[src/hdl/sdpi_pkg.sv]
// Shared constants and types of the SDRAM pin command interface.
// Assumes one 100 MHz clock and the device-side view of the pins.
package sdpi_pkg;

   localparam int ADDR_W = 13;
   localparam int BANK_W = 2;
   localparam int NUM_BANKS = 4;
   localparam int AUTO_CLOSE_POS = 10;
   localparam int X4_COL_TOP_POS = 11;
   localparam int COL_W_X4 = 11;
   localparam int COL_W_X8 = 10;
   localparam int COL_W_X16 = 9;
   localparam int ORG_X4 = 4;
   localparam int ORG_X8 = 8;
   localparam int ORG_X16 = 16;
   localparam int DATA_MAX_W = 16;
   localparam int LANE_MAX = 2;
   localparam int MEM_AW = 8;
   localparam int READ_LAT = 2;
   localparam int FIFO_DEPTH = 4;
   localparam real CLK_PERIOD_NS = 10.0;

   // Row, column, write strobe levels in that order
   localparam logic [2:0] CMD_MODE_SET = 3'h0;
   localparam logic [2:0] CMD_REFRESH = 3'h1;
   localparam logic [2:0] CMD_PRECHARGE = 3'h2;
   localparam logic [2:0] CMD_ACTIVATE = 3'h3;
   localparam logic [2:0] CMD_WRITE = 3'h4;
   localparam logic [2:0] CMD_READ = 3'h5;
   localparam logic [2:0] CMD_BURST_STOP = 3'h6;
   localparam logic [2:0] CMD_NOP = 3'h7;

   typedef enum logic [3:0] {
      PWR_RUN = 4'h1,
      PWR_DOWN = 4'h2,
      PWR_SUSPEND = 4'h4,
      PWR_SELF_REFRESH = 4'h8
   } sdpi_pwr_t;

   typedef struct packed {
      logic row_n;
      logic col_n;
      logic wr_n;
   } sdpi_cmd_t;

   typedef struct packed {
      logic [MEM_AW-1:0] addr;
      logic [DATA_MAX_W-1:0] data;
      logic [LANE_MAX-1:0] lane_we;
   } sdpi_wr_req_t;

endpackage

[src/hdl/sdpi_core.sv]
// Device-side pin command interface of a four-bank synchronous DRAM.
// Assumes all pins synchronous to clock_i; the controller keeps timing legal.
// Functional notes
// - Clock gate high runs internal clocking; low enters power-down, suspend or self-refresh.
// - Row, column and write strobe levels at the rising edge form the command.
// - Activate captures all thirteen address bits as the row.
// - Column uses low address bits: x4 to bit 11 skipping 10, x8 9, x16 8.
// - Address bit 10 high on a read, or on a write while the queue has room, requests auto close after burst.
// - Auto close shuts the bank named by that command's bank select.
// - Precharge with bit 10 high closes all four banks.
// - Precharge with bit 10 low closes only the selected bank.
// - Bank select inputs pick the bank a bank-directed command acts on.
// - Mask sampled high puts the data buffers in high impedance.
// - Read mask acts as output enable two cycles later.
// - Write mask acts at once: low writes, high discards the word.
// - x4 and x8 have one mask; x16 masks low and high bytes apart.
// - Encoding: activate LHH, read HLH, write HLL, precharge LHL, refresh LLH, etc.
// - Clock gate level one edge before a command against now decides entry or exit.
`timescale 1ns/100ps
module sdpi_core
   import sdpi_pkg::*;
#(
   parameter int ORG = ORG_X8,
   parameter int DW = ORG,
   parameter int NMASK = (ORG == ORG_X16) ? 2 : 1
) (
   input wire logic clock_i,
   input wire logic nrst_i,
   input wire logic cke_i,
   input wire logic sel_n_i,
   input wire logic row_strobe_n_i,
   input wire logic col_strobe_n_i,
   input wire logic wr_strobe_n_i,
   input wire logic [ADDR_W-1:0] addr_bus_i,
   input wire logic bank_sel_lo_i,
   input wire logic bank_sel_hi_i,
   input wire logic [NMASK-1:0] data_mask_i,
   input wire logic [DW-1:0] data_io_i,
   output logic [DW-1:0] data_io_o,
   output logic [NMASK-1:0] data_io_oe_o,
   output logic [NUM_BANKS-1:0] bank_open_o,
   output logic [ADDR_W-1:0] last_row_o,
   output logic [3:0] pwr_state_o,
   output logic wr_busy_o
);
   localparam int COLW = (ORG == ORG_X4) ? COL_W_X4 : (ORG == ORG_X8) ? COL_W_X8 : COL_W_X16;
   localparam int CIDX = MEM_AW - BANK_W;
   localparam int RQW = $bits(sdpi_wr_req_t);

   sdpi_pwr_t state_r;
   logic cke_prev_r;
   logic [NUM_BANKS-1:0] bank_open_r;
   logic [ADDR_W-1:0] row_r [NUM_BANKS];
   logic [ADDR_W-1:0] last_row_r;
   logic auto_close_pend_r;
   logic [BANK_W-1:0] auto_close_bank_r;
   logic rd_p1_r;
   logic [NMASK-1:0] mask_d1_r;
   logic [DW-1:0] data_out_r;
   logic [NMASK-1:0] oe_r;
   logic wr_busy_r;

   sdpi_cmd_t cmd;
   logic [BANK_W-1:0] bank;
   logic cmd_en;
   logic is_act;
   logic is_rd;
   logic is_wr;
   logic is_pre;
   logic is_self;
   logic auto_close_bit;
   logic [COLW-1:0] col;
   logic [MEM_AW-1:0] mem_addr;
   sdpi_wr_req_t req;
   sdpi_wr_req_t drain_req;
   logic [RQW-1:0] drain_bits;
   logic push;
   logic fifo_ready;
   logic drain_valid;
   logic drain_ready;
   logic [MEM_AW-1:0] mem_port_addr;
   logic [NMASK-1:0] mem_we;
   logic [DW-1:0] mem_rdata;

   // Column address from the low address bits
   function automatic logic [COLW-1:0] col_of(input logic [ADDR_W-1:0] a);
      logic [COL_W_X4-1:0] c4;
      c4 = {a[X4_COL_TOP_POS], a[AUTO_CLOSE_POS-1:0]};
      if (ORG == ORG_X4) begin
         col_of = COLW'(c4);
      end else begin
         col_of = a[COLW-1:0];
      end
   endfunction

   assign cmd = '{row_n: row_strobe_n_i, col_n: col_strobe_n_i, wr_n: wr_strobe_n_i};
   assign bank = {bank_sel_hi_i, bank_sel_lo_i};
   assign cmd_en = cke_prev_r && (state_r == PWR_RUN) && !sel_n_i;
   assign is_act = cmd_en && (cmd == CMD_ACTIVATE);
   assign is_rd = cmd_en && (cmd == CMD_READ);
   assign is_wr = cmd_en && (cmd == CMD_WRITE);
   assign is_pre = cmd_en && (cmd == CMD_PRECHARGE);
   assign is_self = cmd_en && (cmd == CMD_REFRESH) && !cke_i;
   assign auto_close_bit = addr_bus_i[AUTO_CLOSE_POS];
   assign col = col_of(addr_bus_i);
   assign mem_addr = {bank, col[CIDX-1:0]};

   // Write word enters the queue per unmasked lane
   always_comb begin
      req = '0;
      req.addr = mem_addr;
      req.data = DATA_MAX_W'(data_io_i);
      req.lane_we = LANE_MAX'(~data_mask_i);
   end
   assign push = is_wr && (data_mask_i != '1);

   sdpi_fifo #(.W(RQW), .DEPTH(FIFO_DEPTH)) u_fifo (
      .clock_i(clock_i),
      .nrst_i(nrst_i),
      .in_valid_i(push),
      .in_ready_o(fifo_ready),
      .in_data_i(req),
      .out_valid_o(drain_valid),
      .out_ready_i(drain_ready),
      .out_data_o(drain_bits)
   );

   // Reads own the array port; queued writes wait
   assign drain_req = sdpi_wr_req_t'(drain_bits);
   assign drain_ready = !is_rd;
   assign mem_port_addr = is_rd ? mem_addr : drain_req.addr;
   assign mem_we = (drain_valid && drain_ready) ? NMASK'(drain_req.lane_we) : '0;

   sdpi_mem #(.AW(MEM_AW), .DW(DW), .LANES(NMASK)) u_mem (
      .clock_i(clock_i),
      .addr_i(mem_port_addr),
      .lane_we_i(mem_we),
      .wdata_i(drain_req.data[DW-1:0]),
      .rdata_o(mem_rdata)
   );

   // Clock gate history and power state
   always_ff @(posedge clock_i or negedge nrst_i) begin
      if (!nrst_i) begin
         // History starts low: no command at the first edge after reset
         cke_prev_r <= 1'b0;
         state_r <= PWR_RUN;
      end else begin
         cke_prev_r <= cke_i;
         if (cke_prev_r && !cke_i && state_r == PWR_RUN) begin
            if (is_self) begin
               state_r <= PWR_SELF_REFRESH;
            end else if (bank_open_r != '0 || auto_close_pend_r || rd_p1_r) begin
               state_r <= PWR_SUSPEND;
            end else begin
               state_r <= PWR_DOWN;
            end
         end else if (!cke_prev_r && cke_i) begin
            state_r <= PWR_RUN;
         end
      end
   end

   // Bank open and close tracking
   always_ff @(posedge clock_i or negedge nrst_i) begin
      if (!nrst_i) begin
         bank_open_r <= '0;
         auto_close_pend_r <= 1'b0;
         auto_close_bank_r <= '0;
         last_row_r <= '0;
         for (int b = 0; b < NUM_BANKS; b++) begin
            row_r[b] <= '0;
         end
      end else begin
         // Burst length one: the close lands one edge after the command
         auto_close_pend_r <= (is_rd || (is_wr && fifo_ready)) && auto_close_bit;
         auto_close_bank_r <= bank;
         if (auto_close_pend_r) begin
            bank_open_r[auto_close_bank_r] <= 1'b0;
         end
         if (is_act) begin
            bank_open_r[bank] <= 1'b1;
            row_r[bank] <= addr_bus_i;
            last_row_r <= addr_bus_i;
         end else if (is_pre && auto_close_bit) begin
            bank_open_r <= '0;
         end else if (is_pre) begin
            bank_open_r[bank] <= 1'b0;
         end
      end
   end

   // Read pipeline; mask two edges ahead gates the drivers
   always_ff @(posedge clock_i or negedge nrst_i) begin
      if (!nrst_i) begin
         rd_p1_r <= 1'b0;
         mask_d1_r <= '0;
         data_out_r <= '0;
         oe_r <= '0;
      end else begin
         rd_p1_r <= is_rd;
         mask_d1_r <= data_mask_i;
         data_out_r <= mem_rdata;
         oe_r <= rd_p1_r ? ~mask_d1_r : '0;
      end
   end

   always_ff @(posedge clock_i or negedge nrst_i) begin
      if (!nrst_i) begin
         wr_busy_r <= 1'b0;
      end else begin
         wr_busy_r <= !fifo_ready;
      end
   end

   assign data_io_o = data_out_r;
   assign data_io_oe_o = oe_r;
   assign bank_open_o = bank_open_r;
   assign last_row_o = last_row_r;
   assign pwr_state_o = state_r;
   assign wr_busy_o = wr_busy_r;

   AST_OE_LATENCY: assert property (@(posedge clock_i) disable iff (!nrst_i)
      is_rd && data_mask_i == '0 |-> ##2 data_io_oe_o == '1)
      else $error("read output not enabled two cycles after read");
   AST_MASK_HIZ: assert property (@(posedge clock_i) disable iff (!nrst_i)
      is_rd && data_mask_i == '1 |-> ##2 data_io_oe_o == '0)
      else $error("masked read word was driven");
   AST_IDLE_NO_DRIVE: assert property (@(posedge clock_i) disable iff (!nrst_i)
      !rd_p1_r |=> data_io_oe_o == '0)
      else $error("data driven without a read");
   AST_PRECHARGE_ALL: assert property (@(posedge clock_i) disable iff (!nrst_i)
      is_pre && auto_close_bit |=> bank_open_o == '0)
      else $error("precharge all left a bank open");
   AST_PRECHARGE_ONE: assert property (@(posedge clock_i) disable iff (!nrst_i)
      is_pre && !auto_close_bit && !auto_close_pend_r |=>
      bank_open_o == ($past(bank_open_o) & ~(NUM_BANKS'(1) << $past(bank))))
      else $error("single precharge touched the wrong banks");
   AST_ACTIVATE: assert property (@(posedge clock_i) disable iff (!nrst_i)
      is_act |=> bank_open_o[$past(bank)] && last_row_o == $past(addr_bus_i))
      else $error("activate did not open bank with row");
   AST_AUTO_CLOSE: assert property (@(posedge clock_i) disable iff (!nrst_i)
      is_rd && auto_close_bit ##1 !is_act |=> !bank_open_o[$past(bank, 2)])
      else $error("auto close did not shut the addressed bank");
   AST_DESELECT: assert property (@(posedge clock_i) disable iff (!nrst_i)
      sel_n_i && !auto_close_pend_r |=> $stable(bank_open_o))
      else $error("command taken while deselected");
   AST_CKE_ENTRY: assert property (@(posedge clock_i) disable iff (!nrst_i)
      cke_prev_r && !cke_i && state_r == PWR_RUN |=> pwr_state_o != PWR_RUN)
      else $error("clock gate low did not stop the device");
   AST_CKE_EXIT: assert property (@(posedge clock_i) disable iff (!nrst_i)
      !cke_prev_r && cke_i |=> pwr_state_o == PWR_RUN)
      else $error("clock gate high did not resume");
   AST_WRITE_MASK: assert property (@(posedge clock_i) disable iff (!nrst_i)
      is_wr && data_mask_i == '1 && !drain_valid |=> !drain_valid)
      else $error("masked write word was queued");

   // Power state checks
   AST_PWR_ONEHOT: assert property (@(posedge clock_i) disable iff (!nrst_i)
      $onehot(pwr_state_o))
      else $error("power state is not one-hot");
   AST_SELF_ENTRY: assert property (@(posedge clock_i) disable iff (!nrst_i)
      is_self |=> pwr_state_o == PWR_SELF_REFRESH)
      else $error("refresh with clock gate low did not enter self refresh");
   AST_SUSPEND_ENTRY: assert property (@(posedge clock_i) disable iff (!nrst_i)
      cke_prev_r && !cke_i && state_r == PWR_RUN && !is_self && bank_open_r != '0
      |=> pwr_state_o == PWR_SUSPEND)
      else $error("clock gate low with a bank open did not suspend");
   AST_PD_ENTRY: assert property (@(posedge clock_i) disable iff (!nrst_i)
      cke_prev_r && !cke_i && state_r == PWR_RUN && !is_self && bank_open_r == '0
      && !auto_close_pend_r && !rd_p1_r |=> pwr_state_o == PWR_DOWN)
      else $error("clock gate low while idle did not power down");
   AST_ASLEEP_HOLD: assert property (@(posedge clock_i) disable iff (!nrst_i)
      state_r != PWR_RUN && !auto_close_pend_r |=> $stable(bank_open_o))
      else $error("bank state changed while the clock was stopped");

   // Bank and row checks
   AST_ROW_KEPT: assert property (@(posedge clock_i) disable iff (!nrst_i)
      is_act |=> row_r[$past(bank)] == $past(addr_bus_i))
      else $error("activate did not store the row of its bank");
   AST_OPEN_KEPT: assert property (@(posedge clock_i) disable iff (!nrst_i)
      is_rd && !auto_close_bit && bank_open_r[bank] && !auto_close_pend_r |=>
      bank_open_o[$past(bank)])
      else $error("read without auto close shut its bank");
   AST_WR_AUTO_CLOSE: assert property (@(posedge clock_i) disable iff (!nrst_i)
      is_wr && fifo_ready && auto_close_bit ##1 !is_act |=> !bank_open_o[$past(bank, 2)])
      else $error("write with auto close left its bank open");
   AST_REFRESH_KEEPS: assert property (@(posedge clock_i) disable iff (!nrst_i)
      cmd_en && cmd == CMD_REFRESH && cke_i && !auto_close_pend_r |=> $stable(bank_open_o))
      else $error("refresh changed the bank state");

   // Lane checks
   AST_LANE_SPLIT: assert property (@(posedge clock_i) disable iff (!nrst_i)
      is_rd && data_mask_i[0] != data_mask_i[NMASK-1] |->
      ##2 data_io_oe_o[0] != data_io_oe_o[NMASK-1])
      else $error("byte lane enables did not follow their own masks");

   // Main scenarios
   CVR_READ: cover property (@(posedge clock_i) disable iff (!nrst_i)
      is_rd ##2 data_io_oe_o != '0);
   CVR_WRITE_QUEUED: cover property (@(posedge clock_i) disable iff (!nrst_i)
      push ##1 drain_valid);
   CVR_SELF: cover property (@(posedge clock_i) disable iff (!nrst_i)
      pwr_state_o == PWR_SELF_REFRESH);
   CVR_SUSPEND: cover property (@(posedge clock_i) disable iff (!nrst_i)
      pwr_state_o == PWR_SUSPEND);
   CVR_PDOWN: cover property (@(posedge clock_i) disable iff (!nrst_i)
      pwr_state_o == PWR_DOWN);
endmodule

[src/hdl/sdpi_fifo.sv]
// Small synchronous FIFO with valid/ready on both sides.
// Assumes single clock, asynchronous active-low reset.
`timescale 1ns/100ps
module sdpi_fifo #(
   parameter int W = 8,
   parameter int DEPTH = 4
) (
   input wire logic clock_i,
   input wire logic nrst_i,
   input wire logic in_valid_i,
   output logic in_ready_o,
   input wire logic [W-1:0] in_data_i,
   output logic out_valid_o,
   input wire logic out_ready_i,
   output logic [W-1:0] out_data_o
);
   localparam int PW = $clog2(DEPTH);

   logic [W-1:0] mem_r [DEPTH];
   logic [PW-1:0] wr_ptr_r;
   logic [PW-1:0] rd_ptr_r;
   logic [PW:0] count_r;
   logic push;
   logic pop;

   assign in_ready_o = (count_r != (PW+1)'(DEPTH));
   assign out_valid_o = (count_r != '0);
   assign out_data_o = mem_r[rd_ptr_r];
   assign push = in_valid_i & in_ready_o;
   assign pop = out_valid_o & out_ready_i;

   function automatic logic [PW-1:0] ptr_inc(input logic [PW-1:0] p);
      ptr_inc = (p == PW'(DEPTH - 1)) ? '0 : PW'(p + 1'b1);
   endfunction

   always_ff @(posedge clock_i) begin
      if (push) begin
         mem_r[wr_ptr_r] <= in_data_i;
      end
   end

   always_ff @(posedge clock_i or negedge nrst_i) begin
      if (!nrst_i) begin
         wr_ptr_r <= '0;
         rd_ptr_r <= '0;
         count_r <= '0;
      end else begin
         if (push) begin
            wr_ptr_r <= ptr_inc(wr_ptr_r);
         end
         if (pop) begin
            rd_ptr_r <= ptr_inc(rd_ptr_r);
         end
         if (push && !pop) begin
            count_r <= count_r + 1'b1;
         end else if (pop && !push) begin
            count_r <= count_r - 1'b1;
         end
      end
   end
endmodule

[src/hdl/sdpi_mem.sv]
// Single-port storage array with per-lane write enables.
// Read data are registered; a write cycle leaves read data unchanged.
`timescale 1ns/100ps
module sdpi_mem #(
   parameter int AW = 8,
   parameter int DW = 8,
   parameter int LANES = 1
) (
   input wire logic clock_i,
   input wire logic [AW-1:0] addr_i,
   input wire logic [LANES-1:0] lane_we_i,
   input wire logic [DW-1:0] wdata_i,
   output logic [DW-1:0] rdata_o
);
   localparam int LW = DW / LANES;

   logic [DW-1:0] store_r [2**AW];

   always_ff @(posedge clock_i) begin
      for (int l = 0; l < LANES; l++) begin
         if (lane_we_i[l]) begin
            store_r[addr_i][l*LW +: LW] <= wdata_i[l*LW +: LW];
         end
      end
      if (lane_we_i == '0) begin
         rdata_o <= store_r[addr_i];
      end
   end
endmodule

[config.mk]
export PLATFORM = sky130hd
export DESIGN_NAME = sdpi_core
export DESIGN_NICKNAME = d
export VERILOG_FILES = /design/src/hdl/sdpi_pkg.sv /design/src/hdl/sdpi_core.sv /design/src/hdl/sdpi_fifo.sv /design/src/hdl/sdpi_mem.sv
export SDC_FILE = /design/constraint.sdc
export NUM_CORES = 2
export LEC_CHECK = 0
export BUFFER_PORTS_ARGS = -buffer_cell sky130_fd_sc_hd__clkbuf_2
export CORE_MARGIN = 8
export CORE_UTILIZATION = 40
export CTS_CLUSTER_SIZE = 8
export DETAILED_ROUTE_END_ITERATION = 10
export HOLD_SLACK_MARGIN = 0.03
export PLACE_DENSITY = 0.56
export SYNTH_ARGS = -nofsm -noshare
export SYNTH_HDL_FRONTEND = slang
export SYNTH_SLANG_ARGS = --single-unit
[constraint.sdc]
create_clock -name clock_i -period 4.05 [get_ports clock_i]
set_input_delay 0 -clock clock_i [delete_from_list [all_inputs] [get_ports clock_i]]
set_output_delay 0 -clock clock_i [all_outputs]
set_load 0.02 [all_outputs]
---- Word-level counts from Yosys, hierarchy flattened ----
Memory sizes are Yosys's and may differ from the RTL's. A register that Yosys moved wholly into a read port is not among the register bits.
Cells that the tools add are included.
storage, ports and cells
  register bits after elaboration ......... 44
  RAM bits ................................ 2120
  input bits .............................. 31
  output and inout bits ................... 31
  word-level logic and storage cells ...... 101
  memories ................................ 2
operators by class
  add/sub/neg operators ................... 4
  $lt $le $gt $ge ......................... 4
  equal/unequal tests ..................... 9
  mux-type cells .......................... 23
  bitwise operators ....................... 10
  reductions and logical operators ........ 35
memory list
  name           depth  bits a word  read ports  clocked after memory_dff  write ports  line             RTL
  u_mem.store_r  256    8            1           1                         1            sdpi_mem.sv:17   logic [DW-1:0] store_r [2**AW];
  u_fifo.mem_r   4      18           1           0                         1            sdpi_fifo.sv:19  logic [W-1:0] mem_r [DEPTH];
operator list
  kind                 number
  $mux 4               7
  $logic_and 1x1->1    20
  $mux 3               3
  $and 4x4->4          2
  $logic_not 1->1      8
  $mux 1               8
  $mux 8               1
  $not 4->4            2
  $eq 3x2->1 const B   2
  $eq 3x3->1 const B   2
  $lt 2x3->1 const B   2
  $add 2x1->2 const B  2
  $demux 1 s2          2
  $eq 2x2->1 const B   2
  $eq 4x1->1 const B   1
  $ge 2x1->1 const B   2
  $mux 2               2
  $or 4x4->4           1
  $reduce_bool 2->1    2
  $reduce_bool 4->1    1
  $add 3x1->3 const B  1
  $eq 3x1->1 const B   1
  $logic_or 1x1->1     3
  $ne 3x3->1 const B   1
  other kinds (5)      7

---- Longest topological paths before layout ----
  word-level depth ........................ 11
  gate-level depth with buffers ........... 15
  gate-level depth less buffers ........... 11

---- By module ----
From an unflattened synthesis, not the netlist that was laid out.
unflattened totals
  cells, all modules ...................... 3838
  area total of the unflattened synthesis .. 84333.4 µm²
modules (own cells, without submodules)
  module     instances  cells an instance  area each (µm²)  sequential area each (µm²)
  sdpi_mem   1          3545               78534.1          61739.2
  sdpi_fifo  1          173                4241.6           3298.2
  sdpi_core  1          120                1557.7           927.1

---- Worst setup path after synthesis ----
No wires, ideal clock.
  kind .................................... flip-flop to flip-flop
  start point ............................. register state_r[0] (netlist: pwr_state_o[0])
  end point ............................... memory u_mem.store_r[100][0] (enable)
  library setup time ...................... 0.370 ns
  arrival time ............................ 3.349 ns
  data required time ...................... 3.680 ns
  slack ................................... 0.330 ns
  cell stages (with the launch flop) ...... 13
  path buffers ............................ 6
  clock period less this slack ............ 3.720 ns
  cells stage by stage .................... dfstp_2 -> or4bb_1 -> buf_2 -> o31ai_4 -> nand2_2 -> buf_4 -> buf_4 -> buf_2 -> buf_2 -> nor3_2 -> nand2_1 -> buf_2 -> nor2_1
on the way
  longest elaborated chain between the ends .. 9
  elaborated cells between the ends (all ways) .. 10
  those cells by class .................... 1 x eq/ne; 4 x mux; 5 x reduce/logical
ends and longest elaborated chain
  element                              line              RTL
  start, declared                      sdpi_core.sv:50   sdpi_pwr_t state_r;
  start signal, assigned               sdpi_core.sv:147  state_r <= PWR_RUN;
  start signal, assigned               sdpi_core.sv:152  state_r <= PWR_SELF_REFRESH;
  start signal, assigned               sdpi_core.sv:154  state_r <= PWR_SUSPEND;
  $eq 4x1->1 (*)                       sdpi_core.sv:98   assign cmd_en = cke_prev_r && (state_r == PWR_RUN) && !sel_n_i;
  $logic_and 1x1->1 (*) (2 in series)  sdpi_core.sv:98
  $logic_and 1x1->1 (*)                sdpi_core.sv:100  assign is_rd = cmd_en && (cmd == CMD_READ);
  $logic_not 1->1                      sdpi_core.sv:130  assign drain_ready = !is_rd;
  $logic_and 1x1->1                    sdpi_core.sv:132  assign mem_we = (drain_valid && drain_ready) ? NMASK'(drain_req.lane_we) : '0;
  $mux 1                               sdpi_core.sv:132
  $mux 1                               sdpi_mem.sv:21    if (lane_we_i[l]) begin
  $mux 1 (implied by the code)         sdpi_mem.sv:22    store_r[addr_i][l*LW +: LW] <= wdata_i[l*LW +: LW];
  end, declared                        sdpi_mem.sv:17
Mark *: on every way between the ends. The rest lies on a longest branch, timed or not.

---- Final worst setup path ----
  start point ............................. register state_r[0] (netlist: pwr_state_o[0])
  end point ............................... register u_mem.rdata_o[6] (read register of u_mem.store_r), data pin
on the way
  longest elaborated chain between the ends .. 8
  elaborated cells between the ends (all ways) .. 9
  those cells by class .................... 1 x eq/ne; 2 x mux; 6 x reduce/logical
ends and longest elaborated chain
  element                              line              RTL
  $eq 4x1->1 (*)                       sdpi_core.sv:98
  $logic_and 1x1->1 (*) (2 in series)  sdpi_core.sv:98
  $logic_and 1x1->1 (*)                sdpi_core.sv:100
  $logic_not 1->1                      sdpi_core.sv:130
  $logic_and 1x1->1                    sdpi_core.sv:132
  $mux 1                               sdpi_core.sv:132
  $logic_not 1->1 (no source line)     n/a
  end, declared                        sdpi_mem.sv:13    output logic [DW-1:0] rdata_o
Marked as above.
A chain may end at the register's enable or synchronous reset.

==> out/metrics.csv <==
metric,value,unit
num rows,170,
Final GP Congestion,0.879,
yosys warns,0,
LEAKAGE,0.0365,µW
register area,64900,µm²
footprint of the multi-input gates,20300,µm²
Critical Path Start,pwr_state_o[0]$_DFFE_PN1P_,
NetSw,29000,µW
Num Clock Sinks,2168,
hold_sp,addr_bus_i[1],
Worst VDD drop,0.000535,V
DRT iter0 DRCs,6157,
setup TNS,-0.00310,ns
Cells after Synth,5862,
H-Tree Depth,5,
worst skew pair latency,0.92,ns
commonest cells in the netlist,"edfxtp_1 (2124), nand2_1 (1000), mux2i_1 (351), nand3_1 (344), nor2_1 (276)",
Hold Path Depth,2,
sequential share of power,0.348,
IO Port Bufs,61,
root buf cell,clkbuf_16,
register area share after synthesis,0.754,
Initial Utilization,0.402,
fin crit share,1.00,
Routed WL per cell,27.2,µm
vias per std cell,5.72,
1st-pass router iterations,6,
Synth top area share,0.742,
outcome,"complete, but fails checks",
die area,230000,µm²
violated checks,negative setup slack,
Most used DFF post-synth,edfxtp_1,
Final min period,4.05,ns
Seq cells post-synth,2168,
CTS tree,done,
Final ANT Viol Nets,0,
number of I/O pins,62,
Die W,480,µm
power per standard cell area,779,nW/µm²
routed vias,54739,
die height,480,µm
RSZ-0062 raised after global routing,true,
Syn Nets,5900,
Achievable Freq,0.247,GHz
CTS Buf Count,321,
power share of the combinational group,0.371,
Reg2Reg Launch Point,pwr_state_o[0]$_DFFE_PN1P_,
nets@finish,6705,
critical path endpoint category,register,
max_cap viols,0,
Max Root-Sink Buffers,4,
Setup WS post-layout,-0.00310,ns
clock slew at reported path FFs,0.05,ns
crit-path max FO,8,
initial antenna violation count,8,
drc violations,0,
Synth-to-Final Area Change,23.1,%
Final Skew,0.0656,ns
top-count cell post-synth,edfxtp_1,
first-pass GRT wire length,375000,µm
Int Power,53400,µW
GRT Util Overall,0.218,
vias in the first global route,53818,
worst slew pin tran,1.11,ns
clock group share of total power,0.281,
Post-Synthesis Cell Area,86000,µm²
WS Path Type,reg2reg,
Avg Inst Size Synth,14.7,µm²
Slew HR,0.257,
asr flop ratio synth,0.0203,
final WL,261000,µm
Register-to-Register Path Depth,14,
layout cell share with drive strength beyond 1,0.209,
floorplan core area,214000,µm²
pre-CTS WS,-0.876,ns
Synth area leaders,"edfxtp_1 (74%), nand2_1 (4.4%), mux2i_1 (4.1%)",
Worst EP arrival,4.70,ns
Final Hold Fails,0,
pin count of the biggest net entering global routing,127,
max-slew violation total from the final report,0,
largest area contributor in the netlist,edfxtp_1,
CP Launch Type,register,
sw frac,0.352,
Final setup viols,1,
"Data required, critical path",4.70,ns
distinct cell type count after synthesis,81,
grt ovf,0,
DP Wirelength,161000,µm
"EDFF count, synth",2124,
worst min-delay path class,in2reg,
fill count,17857,
-- through the flow --
stage	utilization	power (µW)	std cells	hold slack (ns)	area, µm²
3_5_place_dp	0.445	57700	9081	0.183	95300
5_1_grt	0.494	85200	9562	0.0915	106000
2_1_floorplan	-	43100	5862	-0.296	86000
6_report	0.494	82500	9564	0.107	106000
3_3_place_gp	0.445	57500	9081	0.176	95300
4_1_cts	0.491	82000	9549	0.0309	105000
-- cell families after synthesis --
| family | count (synthesis) | share of synthesized area |
|---|---|---|
| mux | 394 | 0.0487 |
| buf+inv | 427 | 0.0228 |
| fa+ha+maj | 7 | 0.00111 |
| compound gates | 973 | 0.0755 |
| flops | 2168 | 0.754 |
| simple gates | 1890 | 0.0972 |
| xor+xnor | 3 | 0.000306 |
-- layout by cell type (no fill, tap or decap), drive strengths merged, types with 43 or more instances in the layout --
cell type and count:
edfxtp 2124, nand2 1006, buf 758, clkbuf 434
mux2i 351, nand3 344, nor2 279, o22ai 193
a21oi 186, o21ai 168, a31oi 85, a211oi 84
and3 81, a32oi 66, dlygate4sd3 65, a311oi 64
nor4 59, dfrtp 43
-- final cells by class --
type                            instances  area share
Multi-Input combinational cell       3268       0.191
Inverter                               18    0.000638
Sequential cell                      2168       0.613
Tap cell                             2838      0.0335
Antenna cell                            4   0.0000946
Timing Repair Buffer                  890      0.0816
Clock buffer                          370      0.0789
Clock inverter                          8    0.000768
-- registers in the layout, indices dropped and copies added, names as in the netlist --
signal             cells
data_io_o              8
u_fifo.count_r         3
u_fifo.wr_ptr_r        2
auto_close_pend_r      1
data_io_oe_o           1
u_mem.rdata_o          8
wr_busy_o              1
pwr_state_o            4
mask_d1_r              1
auto_close_bank_r      2
u_fifo.rd_ptr_r        2
bank_open_o            4
u_fifo.mem_r          68
u_mem.store_r       2048
cke_prev_r             1
last_row_o            13
rd_p1_r                1
-- timing repair --
item,4_1_cts,5_1_grt
hold endpoints to repair,144,0
endpoints found under the setup margin,121,463
cloned,5,3
pin swaps,23,25
buffers inserted,20,12
gates resized for setup,102,112
hold buffers,65,0
-- power by group through the flow --
stage / registers (µW) / logic [µW] / clock network (µW)
finish: 28700 / 30600 / 23200
global placement: 29100 / 28400 / 0
CTS: 28700 / 29800 / 23500
floorplan: 29500 / 13600 / 0
global route: 28700 / 32000 / 24400
detailed placement: 29100 / 28600 / 0
-- routing by layer --
layer,share of wire,vias to the layer above,wire length (µm),track usage
met3,0.077,443,19900,0.0399
met1,0.42,27777,110000,0.305
li1,-,24112,-,-
met4,0.033,0,8530,0.0738
met2,0.47,2407,122000,0.347
met5,0,-,0,0
-- final timing paths --
kind                                                       end  slack, ns
min in group asynchronous               data_io_o[0]$_DFF_PN0_       0.32
worst min register to register          data_io_o[4]$_DFF_PN0_       0.33
worst min-delay path             u_fifo.mem_r[2][11]$_DFFE_PP_       0.11
max in group asynchronous       u_fifo.rd_ptr_r[0]$_DFFE_PN0P_       3.13
worst max register to register      u_mem.rdata_o[6]$_DFFE_PN_     -0.003
worst max-delay path                u_mem.rdata_o[6]$_DFFE_PN_     -0.003
-- worst max-delay path: stages, from the launching register on --
cell	delay, ns
dfstp_2	0.52
or4bb_4	0.51
buf_6	0.16
o31a_4	0.31
buf_12	0.15
buf_12	0.13
o21ai_0	0.61
a311oi_1	0.19
nor4b_2	0.23
buf_4	0.13
a31o_2	0.23
nor4_2	0.15
buf_4	0.21
a2bb2oi_4	0.11
o311a_1	0.12
Note: power is estimated with default switching activity, not from simulation.
